===== config.mk =====
export PLATFORM = sky130hd
export DESIGN_NAME = adc_front_ctrl
export DESIGN_NICKNAME = d
export VERILOG_FILES = /design/src/shared/adc_front_pkg.sv /design/src/rtl/input_decoder.sv /design/src/rtl/adc_front_ctrl.sv
export SDC_FILE = /design/constraint.sdc
export NUM_CORES = 1
export LEC_CHECK = 0
export BUFFER_PORTS_ARGS = -buffer_cell sky130_fd_sc_hd__buf_2
export CAP_MARGIN = 30
export CORE_UTILIZATION = 57
export DETAILED_ROUTE_END_ITERATION = 7
export GPL_ROUTABILITY_DRIVEN = 0
export PLACE_DENSITY = 0.85
export SLEW_MARGIN = 30
export SYNTH_ARGS = -nofsm -noshare
export SYNTH_HDL_FRONTEND = slang
export SYNTH_SLANG_ARGS = --single-unit

===== constraint.sdc =====
create_clock -name clock -period 2.63 [get_ports clock]
set_input_delay 0.526 -clock clock [delete_from_list [all_inputs] [get_ports clock]]
set_output_delay 0.526 -clock clock [all_outputs]
set_load 0.005 [all_outputs]

===== src/shared/adc_front_pkg.sv =====
// package: register map, field layouts, reset values and mux codes for the converter front end
// Functional notes
// - codes 0-15 port 0/1, 16-22 port 2
// - four reserved codes, sensor, then battery at 11100
// - 11101 regulator, 11110 supply, 11111 ground
// - select register bits 7:5 read zero
// - sensor code routes sensor to positive input
// - sensor disabled means output high impedance
// - offset high shows offset bits 9:2
// - offset low shows bits 1:0 at 7:6
// - offset value is device specific, not reset
// - reference mux picks one of four sources
// - ground mux picks ground pin or analog pin
// - reference select codes 00,01,10,11
// - ground select 0 pin, 1 analog pin
// - high-speed reference on only while converter needs
// - sensor enable at reference control bit 2
package adc_front_pkg;
    // register addresses on the special-function-register bus
    localparam logic [7:0] OFFSET_LOW_ADDR = 8'h85;
    localparam logic [7:0] OFFSET_HIGH_ADDR = 8'h86;
    localparam logic [7:0] INPUT_SELECT_ADDR = 8'hBB;
    localparam logic [7:0] REFERENCE_CONTROL_ADDR = 8'hD1;
    // reset values
    localparam logic [4:0] INPUT_SELECT_RESET = 5'h1F;
    localparam logic [1:0] REF_SOURCE_RESET = 2'h3;
    localparam logic GROUND_SELECT_RESET = 1'b0;
    localparam logic SENSOR_ENABLE_RESET = 1'b0;
    localparam logic PRECISION_ENABLE_RESET = 1'b0;
    // reference control field positions
    localparam int REF_PRECISION_BIT = 0;
    localparam int REF_SENSOR_BIT = 2;
    localparam int REF_SOURCE_LSB = 3;
    localparam int REF_GROUND_BIT = 5;
    // offset low field position
    localparam int OFFSET_LOW_LSB = 6;
    // positive input codes
    localparam logic [4:0] CODE_PORT01_LAST = 5'h0F;
    localparam logic [4:0] CODE_PORT2_FIRST = 5'h10;
    localparam logic [4:0] CODE_PORT2_LAST = 5'h16;
    localparam logic [4:0] CODE_SENSOR = 5'h1B;
    localparam logic [4:0] CODE_BATTERY = 5'h1C;
    localparam logic [4:0] CODE_REGULATOR = 5'h1D;
    localparam logic [4:0] CODE_SUPPLY = 5'h1E;
    localparam logic [4:0] CODE_GROUND = 5'h1F;
    // reference source selection
    typedef enum logic [1:0] {
        REF_EXT_PIN = 2'b00,
        REF_MAIN_SUPPLY = 2'b01,
        REF_DIGITAL_SUPPLY = 2'b10,
        REF_HIGH_SPEED = 2'b11
    } ref_source_t;
    // one-hot routing of the positive input
    typedef struct packed {
        logic [15:0] port01;
        logic [6:0] port2;
        logic sensor;
        logic battery;
        logic regulator;
        logic supply;
        logic ground;
    } input_route_t;
    // reference and ground routing
    typedef struct packed {
        logic ext_pin;
        logic main_supply;
        logic digital_supply;
        logic high_speed;
        logic high_speed_on;
        logic precision_on;
        logic analog_ground;
    } ref_route_t;
    // register bus request
    typedef struct packed {
        logic wr;
        logic rd;
        logic [7:0] addr;
        logic [7:0] wdata;
    } sfr_req_t;
endpackage : adc_front_pkg


===== src/rtl/input_decoder.sv =====
// decoder from the positive input select code to one-hot routing
`timescale 1ns/1ps
module input_decoder (
    // select code
    input wire logic [4:0] code,
    // routing
    output adc_front_pkg::input_route_t route
);
    // one-hot decode of the select code
    always_comb begin
        route = '0;
        if (code <= adc_front_pkg::CODE_PORT01_LAST) begin
            route.port01[code[3:0]] = 1'b1;
        end else if (code <= adc_front_pkg::CODE_PORT2_LAST) begin
            route.port2[3'(code - adc_front_pkg::CODE_PORT2_FIRST)] = 1'b1;
        end else begin
            unique case (code)
                adc_front_pkg::CODE_SENSOR: route.sensor = 1'b1;
                adc_front_pkg::CODE_BATTERY: route.battery = 1'b1;
                adc_front_pkg::CODE_REGULATOR: route.regulator = 1'b1;
                adc_front_pkg::CODE_SUPPLY: route.supply = 1'b1;
                adc_front_pkg::CODE_GROUND: route.ground = 1'b1;
                default: route = '0;
            endcase
        end
    end
endmodule : input_decoder


===== src/rtl/adc_front_ctrl.sv =====
// register file and routing control for the converter front end
`timescale 1ns/1ps
module adc_front_ctrl (
    // clock and reset
    input wire logic clock,
    input wire logic sys_rst,
    input wire logic clk_en,
    // register bus
    input wire adc_front_pkg::sfr_req_t sfr_req,
    output logic [7:0] sfr_rdata,
    output logic sfr_hit,
    // production offset value, fixed by trim
    input wire logic [9:0] temp_sensor_offset_value,
    // converter activity
    input wire logic converter_busy,
    // analog controls
    output adc_front_pkg::input_route_t analog_input_mux,
    output adc_front_pkg::ref_route_t ref_route,
    output logic temp_sensor_enable
);
    // all state of the block
    typedef struct packed {
        logic [4:0] positive_input_select;
        logic [1:0] reference_source_select;
        logic ground_reference_select;
        logic sensor_en;
        logic precision_en;
        logic [7:0] rdata;
        logic hit;
        adc_front_pkg::input_route_t route;
        adc_front_pkg::ref_route_t refs;
    } state_t;

    state_t st_q;
    state_t st_d;
    adc_front_pkg::input_route_t route_next;

    // decode of the select code to be registered
    input_decoder u_dec (
        .code(st_d.positive_input_select),
        .route(route_next)
    );

    // next-state logic
    always_comb begin
        st_d = st_q;
        st_d.hit = 1'b0;
        if (sfr_req.wr) begin
            unique case (sfr_req.addr)
                // upper bits dropped, code kept as written
                adc_front_pkg::INPUT_SELECT_ADDR: st_d.positive_input_select = sfr_req.wdata[4:0];
                adc_front_pkg::REFERENCE_CONTROL_ADDR: begin
                    st_d.sensor_en = sfr_req.wdata[adc_front_pkg::REF_SENSOR_BIT];
                    st_d.reference_source_select = sfr_req.wdata[adc_front_pkg::REF_SOURCE_LSB +: 2];
                    st_d.ground_reference_select = sfr_req.wdata[adc_front_pkg::REF_GROUND_BIT];
                    st_d.precision_en = sfr_req.wdata[adc_front_pkg::REF_PRECISION_BIT];
                end
                // offset registers ignore writes
                default: ;
            endcase
        end
        if (sfr_req.rd) begin
            st_d.hit = 1'b1;
            st_d.rdata = 8'h00;
            unique case (sfr_req.addr)
                adc_front_pkg::INPUT_SELECT_ADDR: st_d.rdata = {3'h0, st_q.positive_input_select};
                adc_front_pkg::OFFSET_HIGH_ADDR: st_d.rdata = temp_sensor_offset_value[9:2];
                adc_front_pkg::OFFSET_LOW_ADDR:
                    st_d.rdata = {temp_sensor_offset_value[1:0], 6'h00};
                adc_front_pkg::REFERENCE_CONTROL_ADDR: begin
                    st_d.rdata[adc_front_pkg::REF_GROUND_BIT] = st_q.ground_reference_select;
                    st_d.rdata[adc_front_pkg::REF_SOURCE_LSB +: 2] = st_q.reference_source_select;
                    st_d.rdata[adc_front_pkg::REF_SENSOR_BIT] = st_q.sensor_en;
                    st_d.rdata[adc_front_pkg::REF_PRECISION_BIT] = st_q.precision_en;
                end
                // unmapped address misses
                default: st_d.hit = 1'b0;
            endcase
        end
        st_d.route = route_next;
        st_d.refs = '0;
        unique case (adc_front_pkg::ref_source_t'(st_d.reference_source_select))
            adc_front_pkg::REF_EXT_PIN: st_d.refs.ext_pin = 1'b1;
            adc_front_pkg::REF_MAIN_SUPPLY: st_d.refs.main_supply = 1'b1;
            adc_front_pkg::REF_DIGITAL_SUPPLY: st_d.refs.digital_supply = 1'b1;
            adc_front_pkg::REF_HIGH_SPEED: st_d.refs.high_speed = 1'b1;
        endcase
        // high-speed reference powered only while converting
        st_d.refs.high_speed_on = st_d.refs.high_speed & converter_busy;
        st_d.refs.precision_on = st_d.precision_en;
        st_d.refs.analog_ground = st_d.ground_reference_select;
    end

    // state register, frozen while the clock enable is low
    always_ff @(posedge clock or posedge sys_rst) begin
        if (sys_rst) begin
            st_q <= '0;
            st_q.positive_input_select <= adc_front_pkg::INPUT_SELECT_RESET;
            st_q.reference_source_select <= adc_front_pkg::REF_SOURCE_RESET;
            st_q.ground_reference_select <= adc_front_pkg::GROUND_SELECT_RESET;
            st_q.sensor_en <= adc_front_pkg::SENSOR_ENABLE_RESET;
            st_q.precision_en <= adc_front_pkg::PRECISION_ENABLE_RESET;
            st_q.route.ground <= 1'b1;
            st_q.refs.high_speed <= 1'b1;
        end else if (clk_en) begin
            st_q <= st_d;
        end
    end

    // outputs straight from the state
    assign sfr_rdata = st_q.rdata;
    assign sfr_hit = st_q.hit;
    assign analog_input_mux = st_q.route;
    assign ref_route = st_q.refs;
    assign temp_sensor_enable = st_q.sensor_en;
endmodule : adc_front_ctrl


# == Yosys cells after proc, flatten, opt, wreduce, memory -nomap -nowiden ==
# Index checks and enable logic that the tools add are counted.
# word_totals
regBits,52
# classes
order_cmp,6
add_sub_neg,1
bitwise_logic,1
n_eq_ne,12
mux,26
reduce_logical,6
# op_table
operator,count
8-bit == test (second input constant),4
5-bit == test (second input constant),5
16-bit two-way mux,1
5-bit two-way mux,3
1-bit two-way mux,13
12-bit two-way mux,1
4-bit one-hot mux with 3 select lines,1
10-bit two-way mux,1
7-bit two-way mux,1
5-bit by 4-bit <= comparator with 1-bit output (second input constant),1
5-bit <= comparator (second input constant),1
4-bit by 5-bit less-than comparator with 1-bit output (second input constant),1
1-bit demux with 4-bit select,1
2-bit == test (second input constant),2
4-bit by 1-bit >= comparator with 1-bit output (second input constant),1
3-bit by 4-bit less-than comparator with 1-bit output (second input constant),1
2-bit one-hot mux with 2 select lines,1
4-bit OR reduction,1
1-bit demux with 3-bit select,1
3-bit by 1-bit >= comparator with 1-bit output (second input constant),1
1-bit one-hot mux with 3 select lines,1
3-bit AND reduction,1
3-bit by 1-bit subtractor with 3-bit output (second input constant),1
2-bit by 1-bit == test with 1-bit output (second input constant),1
other kinds (5),6

# == Logic depth before layout (Yosys ltp) ==
# Gate-level depths: netlist of the first run.
# logic_depth
ltp_word,10
mapped_depth,7

# == By module ==
# From an unflattened synthesis of the first run, not the netlist that was laid out.
# unflattened
hier_cells,254
area_unflattened_um2,2834.0
# modules_own_cells
module,n_inst,area_each_um2,cells_each
adc_front_ctrl,1,2637.5,213
input_decoder,1,196.4,41

# == Least setup slack after synthesis of the first run ==
# Ideal clock, no wire load.
# synth_path
path_kind,input-to-reg
start,input sfr_req[10] (netlist bit)
end,register st_q (netlist bit analog_input_mux[20])
setup_time_ns,0.120
arrival_time_ns,1.636
cell_stages,7
required_time_ns,2.510
setup_slack_ns,0.874
n_path_buf,2
cell_sequence,and3b_1 > buf_4 > nand4_4 > buf_6 > nand3_1 > o21ai_0 > a31o_2
# synth_between
elab_chain_len,8
word_cells_on_any_way,10
classes_between,order compare: 3; eq/ne: 1; mux: 5; reduce/logical: 1
# synth_lines
item,line,rtl
start: declaration,adc_front_ctrl.sv:9,"input wire adc_front_pkg::sfr_req_t sfr_req,"
8-bit == test (*),adc_front_ctrl.sv:49,unique case (sfr_req.addr)
5-bit two-way mux (*),adc_front_ctrl.sv:49,
10-bit two-way mux (*),adc_front_ctrl.sv:48,if (sfr_req.wr) begin
4-bit by 5-bit less-than comparator with 1-bit output (implied by the code) / 4-bit by 1-bit >= comparator with 1-bit output (equally long branches),input_decoder.sv:13,route.port01[code[3:0]] = 1'b1;
1-bit logical AND (implied by the code),input_decoder.sv:13,
1-bit two-way mux (implied by the code),input_decoder.sv:13,
1-bit demux with 4-bit select,n/a,
16-bit two-way mux (*),input_decoder.sv:12,if (code <= adc_front_pkg::CODE_PORT01_LAST) begin
end signal: assignment,adc_front_ctrl.sv:106,st_q <= st_d;
end: declaration,adc_front_ctrl.sv:34,state_t st_q;
# Mark *: on every way between the ends. The rest lies on a longest branch, timed or not. The select of a mux whose other input is x is not followed.
# A chain may end at the register's enable or synchronous reset.

# == Worst setup path in the final report of the first run ==
# layout_path
start,input sfr_req[14] (netlist bit)
end,register st_q (netlist bit analog_input_mux[27])
# Same word-level chain as after synthesis.

==> impl_metrics.ini, run 1 <==
[synthesis]
netlist_area_um2 = 2930
avgSynthCellArea_um2 = 10.2
synth_area_leaders = dfrtp_1, buf_4, dfstp_2
synth_top_area_share_pct = 36.7
ys_seq_elements = 52
synthAdderAreaFrac_pct = 0
ys_warn_count = 0
ys_async_sr_fraction_pct = 100
postSynthCellCount = 287
synth_top_family_by_area = compound AO/OA/AOI/OAI gates
synth_edf_count = 0
synth-simple-area-share_pct = 15.2
synth_xor_area_share_pct = 0
synthMuxAreaShare_pct = 4.44
synth-compound-area-share_pct = 20.6
ys_types = 46
synthFlopType = dfrtp_1
ys_seq_area_share_pct = 44.8
synth_nets = 319
synth_top_area_cell = dfrtp_1

[placed_design]
post-place-ws_ns = 0.345
hpwlAfterDp_um = 4250
dp_cells = 371
port_buffers = 74
placed_area_um2 = 3020

[critical_path]
worstPathCellList = buf_2, and4b_1, nand4_4, o21ai_0, a31o_2
critPathTopFamily = compound AO/OA/AOI/OAI gates
crit_slowest_cell = o21ai_0
path_max_fanout = 37
cp.required_ns = 2.88
start_kind = input port
endpoint_kind = flop
critPathMaxStageDelay_ns = 0.65
cp_num_buf_inv = 1
critPathKind = input port to flop
cp_data_arrival_time_ns = 2.25

[power_and_ir_drop]
vdd_drop_max_mv = 0.288
totalPowerFinal_mw = 1.45
power_leakage_nw = 1.50
pwr_density_cell_nw_per_um2 = 467

[sta]
finalWorstSetupSlack_ns = 0.626
worst_pin_slew_ns = 0.600
rsz0062_at_grt = no
tns_ns = 0
report.final.slew_viol_count = 0
final-setup-viol-count = 0
whs_ns = 0.253
layout_min_cycle_time_ns = 2.00
skew_ns = 0.00881
fmax_mhz = 499
hold_violations = 0
slew_headroom_pct = 59.6
period_share_pct = 76.2

[job]
max_cap_violations = 0

[global_routing]
gr-total-overflow = 0
antenna_found_initial = 0
track_usage_pct = 23.3
grt_start_max_net_pins = 53
grt_pass1_vias = 1965
grt_pass1_wl_um = 9580

[floorplanning]
core_um2 = 4850
dieArea_um2 = 5430
io_pins = 77
start_util_pct = 60.4
num_rows = 25
dieWidth_um = 73.7
die_h_um = 73.7

[status]
run_status = finished clean

[detailed_routing]
vias = 2145
drt-initial-drc-count = 84
drt-vias-per-instance = 5.66
routed_wl_um = 5840
firstDrtPassIters = 4
wl_per_cell_um = 15.4
drtAntennaViolNets = 0
drc_errors = 0

[cells_and_area]
fin_util_pct = 64.0
num-fill-cells = 396
drive_gt1_share_pct = 39.7
nNetsFinal = 343
final_cell_area_um2 = 3100
syn2layout_area_growth_pct = 5.89
layout_common_cells = buf_2, dfrtp_1, nand2_1
layout_commonest_cell = buf_2
layout.cells.non_filler = 379
antenna_cells = 0

[clock_network]
cts_hold_buf = 0
cts_tree = built
htreeDepth = 2
post_cts_resized = 0
insertion_delay_ns = 0.30
clockBufferDepth = 2
cts_sinks = 52
cts_setup_buffers = 0
cts-buffers-inserted = 5
cts.clk_slew.worst_paths_ns = 0.10
clockRootBuffer = clkbuf_8

[hold_path]
hp-class = input port to async pin
worst reg2reg max path: cells and delay by family, from the launching register on:
family | cells | cell delay, ns
flip-flops | 1 | 0.66
AO/OA/AOI/OAI | 2 | 0.54
AND/OR/NAND/NOR | 2 | 0.20
synth_stat cells (6+ instances only):
cell type / instances
a21oi_1: 10
a22o_1: 6
a31o_2: 12
buf_4: 44
clkbuf_1: 13
dfrtp_1: 43
dfstp_2: 9
inv_1: 6
nand2_1: 18
nand3_1: 7
nor2_1: 10
nor2b_1: 12
o21ai_0: 15
o2bb2ai_1: 15
layer usage:
metal / wire (um) / part of all wire [%] / track usage, %
met5: 0 / 0 / 0
met2: 2700 / 46 / 37.2
met1: 2750 / 47 / 32.3
met3: 339 / 5.8 / 5.08
met4: 52 / 0.89 / 5.77
power breakdown:
group	total [mW]	internal (mW)	switching, mW
sequential	0.844	0.827	0.0170
combinational	0.157	0.0627	0.0939
clock	0.449	0.187	0.262
total	1.45	1.08	0.373
flip-flops by register name, indices dropped and copies added (netlist names):
name,flops
st_q,7
ref_route,7
sfr_hit,1
analog_input_mux,28
temp_sensor_enable,1
sfr_rdata,8
worst paths after layout:
kind	from	end	slack, ns	depth (start not counted)
max	sfr_req[14]	analog_input_mux[27]$_DFFE_PP0P_	0.63	5
min	sys_rst	temp_sensor_enable$_DFFE_PP0P_	0.25	3
max reg2reg	st_q[51]$_DFFE_PP1P_	analog_input_mux[20]$_DFFE_PP0P_	1.12	4
min reg2reg	sfr_rdata[4]$_DFFE_PP0P_	sfr_rdata[4]$_DFFE_PP0P_	0.48	2
max in group asynchronous	sys_rst	st_q[47]$_DFFE_PP1P_	2.09	3
min in group clock	converter_busy	ref_route[2]$_DFFE_PP0P_	0.43	2
logic make-up (layout without fill, tap and decap cells):
family          count (synthesis)  after routing
flops                          52             52
buf+inv                        68             93
simple gates                   75             75
compound gates                 82             82
mux                            10             10
final cells by class:
type | count | area [um2] | area share [%]
Tap cell | 67 | 83.8 | 2.70
Timing Repair Buffer | 79 | 420 | 13.5
Inverter | 6 | 22.5 | 0.726
Clock inverter | 2 | 12.5 | 0.403
Multi-Input combinational cell | 167 | 1180 | 38.0
Clock buffer | 6 | 72.6 | 2.34
Sequential cell | 52 | 1310 | 42.3
Note: power is estimated with default switching activity, not from simulation.
==> run 2, diff against run 1 <==
CORE_UTILIZATION = 53   (was 57)
PLACE_DENSITY = 0.8   (was 0.85)
clock period = 1.85 ns   (was 2.63 ns; I/O delays follow)
==> run 2 against run 1 <==
Compared with the run above:
- cell count grew 4.5%
- routed wire length is 1.7% higher
- largest cell class unchanged
- highest routed layer unchanged
- sequential power grew 42%
- utilization shrank 1.4 points
- register-to-register slack lost 0.71 ns
- sequential cell count did not move
- design area is 5.1% higher
- critical path type unchanged
- clock-buffer cell count unchanged
- non-clock buffer count is 14 higher
- global-route usage down 1.2 points
- die area up 7.3%
==> impl_metrics.ini, run 2 (synthesis gave the netlist of run 1 again) <==
[status]
run_status = finished clean

[critical_path]
critPathMaxStageDelay_ns = 0.32
crit_start = sfr_req[14]
worstPathCellList = buf_2, and4b_1, nand4_4, buf_12, nor4b_1, a41oi_1, o2bb2ai_1
path_max_fanout = 30
endpoint_kind = flop
cp_data_arrival_time_ns = 1.77
crit_slowest_cell = and4b_1
reg2reg_to = analog_input_mux[2]$_DFFE_PP0P_
r2r_start = st_q[50]$_DFFE_PP1P_
reg2reg_slack_ns = 0.41
cp.required_ns = 2.07
critPathKind = input port to flop
start_kind = input port
critPathTopFamily = simple AND/OR/NAND/NOR gates
cp_num_buf_inv = 2
r2r_cells = 5

[sta]
rsz0062_at_grt = no
layout_min_cycle_time_ns = 1.56
report.final.slew_viol_count = 0
skew_ns = 0.00695
fmax_mhz = 643
hold_violations = 0
worst_pin_slew_ns = 0.507
final-setup-viol-count = 0
tns_ns = 0
period_share_pct = 84.1
slew_headroom_pct = 65.9

[detailed_routing]
routed_wl_um = 5940
wl_per_cell_um = 15.0
drc_errors = 0
firstDrtPassIters = 4
drt-vias-per-instance = 5.59
vias = 2212
drtAntennaViolNets = 0
drt-initial-drc-count = 122

[clock_network]
post_cts_resized = 0
cts_tree = built
cts.clk_slew.worst_paths_ns = 0.09
insertion_delay_ns = 0.30
clockRootBuffer = clkbuf_8
cts_hold_buf = 0
htreeDepth = 2
cts_setup_buffers = 0
cts_sinks = 52
cts-buffers-inserted = 5
clockBufferDepth = 2

[floorplanning]
start_util_pct = 56.3
die_h_um = 76.4
num_rows = 26
dieArea_um2 = 5830
io_pins = 77
dieWidth_um = 76.4
core_um2 = 5200

[global_routing]
track_usage_pct = 22.1
grt_pass1_vias = 2152
gr-total-overflow = 0
grt_pass1_wl_um = 10400
antenna_found_initial = 0
grt_start_max_net_pins = 31

[power_and_ir_drop]
vdd_drop_max_mv = 0.498
power_leakage_nw = 1.60
totalPowerFinal_mw = 2.24
pwr_density_cell_nw_per_um2 = 688

[placed_design]
hpwlAfterDp_um = 4480
port_buffers = 74

[cells_and_area]
drive_gt1_share_pct = 42.6
layout_commonest_cell = buf_2
num-fill-cells = 447
largest_reg_flops = 28
syn2layout_area_growth_pct = 11.3
fin_util_pct = 62.6
nNetsFinal = 357
layout_common_cells = buf_2, dfrtp_1, nand2_1
antenna_cells = 0

[hold_path]
hp-class = input port to async pin

[job]
max_cap_violations = 0
==> run 2: layout make-up <==
type | count | area, um2 | share of cell area (%)
clock buffers | 6 | 82.6 | 2.53
clock inverters | 2 | 38.8 | 1.19
inverters | 6 | 22.5 | 0.691
multi-input cells | 167 | 1180 | 36.1
flip-flops and latches | 52 | 1310 | 40.3
well taps | 70 | 87.6 | 2.69
repair buffers | 93 | 538 | 16.5
==> run 2: stage by stage <==
stage | instances | instance area (um2) | setup slack (ns) | hold WS (ns)
final | 396 | 3260 | 0.295 | 0.0303
after floorplan | 287 | 2930 | 0.237 | 0.451
after global routing | 396 | 3260 | 0.183 | 0.0447
after detailed placement | 388 | 3140 | 0.0151 | 0.363
after CTS | 396 | 3260 | 0.298 | 0.0308
after global placement | 388 | 3140 | 0.0317 | 0.351
==> run 2: per-layer routing <==
metal,vias up,track usage [%],share of wire (%),routed length (um)
met4,0,5.38,0.45,27
met5,-,0,0,0
met2,76,35.0,47,2790
met1,1071,31.0,47,2810
met3,2,4.55,5.1,301
li1,1063,-,-,-
==> run 2: report_power, final <==
group          switching [mW]  total (mW)  leakage [nW]  internal [mW]
sequential             0.0225        1.20         0.680           1.17
combinational           0.139       0.241         0.856          0.103
clock                   0.361       0.803        0.0614          0.442
total                   0.522        2.24          1.60           1.72
==> run 2: worst max path at each step <==
stage	to	slack, ns	cells after the start
after floorplan	analog_input_mux[10]$_DFFE_PP0P_	0.24	1
after global routing	analog_input_mux[17]$_DFFE_PP0P_	0.18	7
after detailed placement	st_q[53]$_DFFE_PP1P_	0.02	6
final	analog_input_mux[17]$_DFFE_PP0P_	0.29	7
after global placement	st_q[53]$_DFFE_PP1P_	0.03	6
after CTS	analog_input_mux[17]$_DFFE_PP0P_	0.30	7
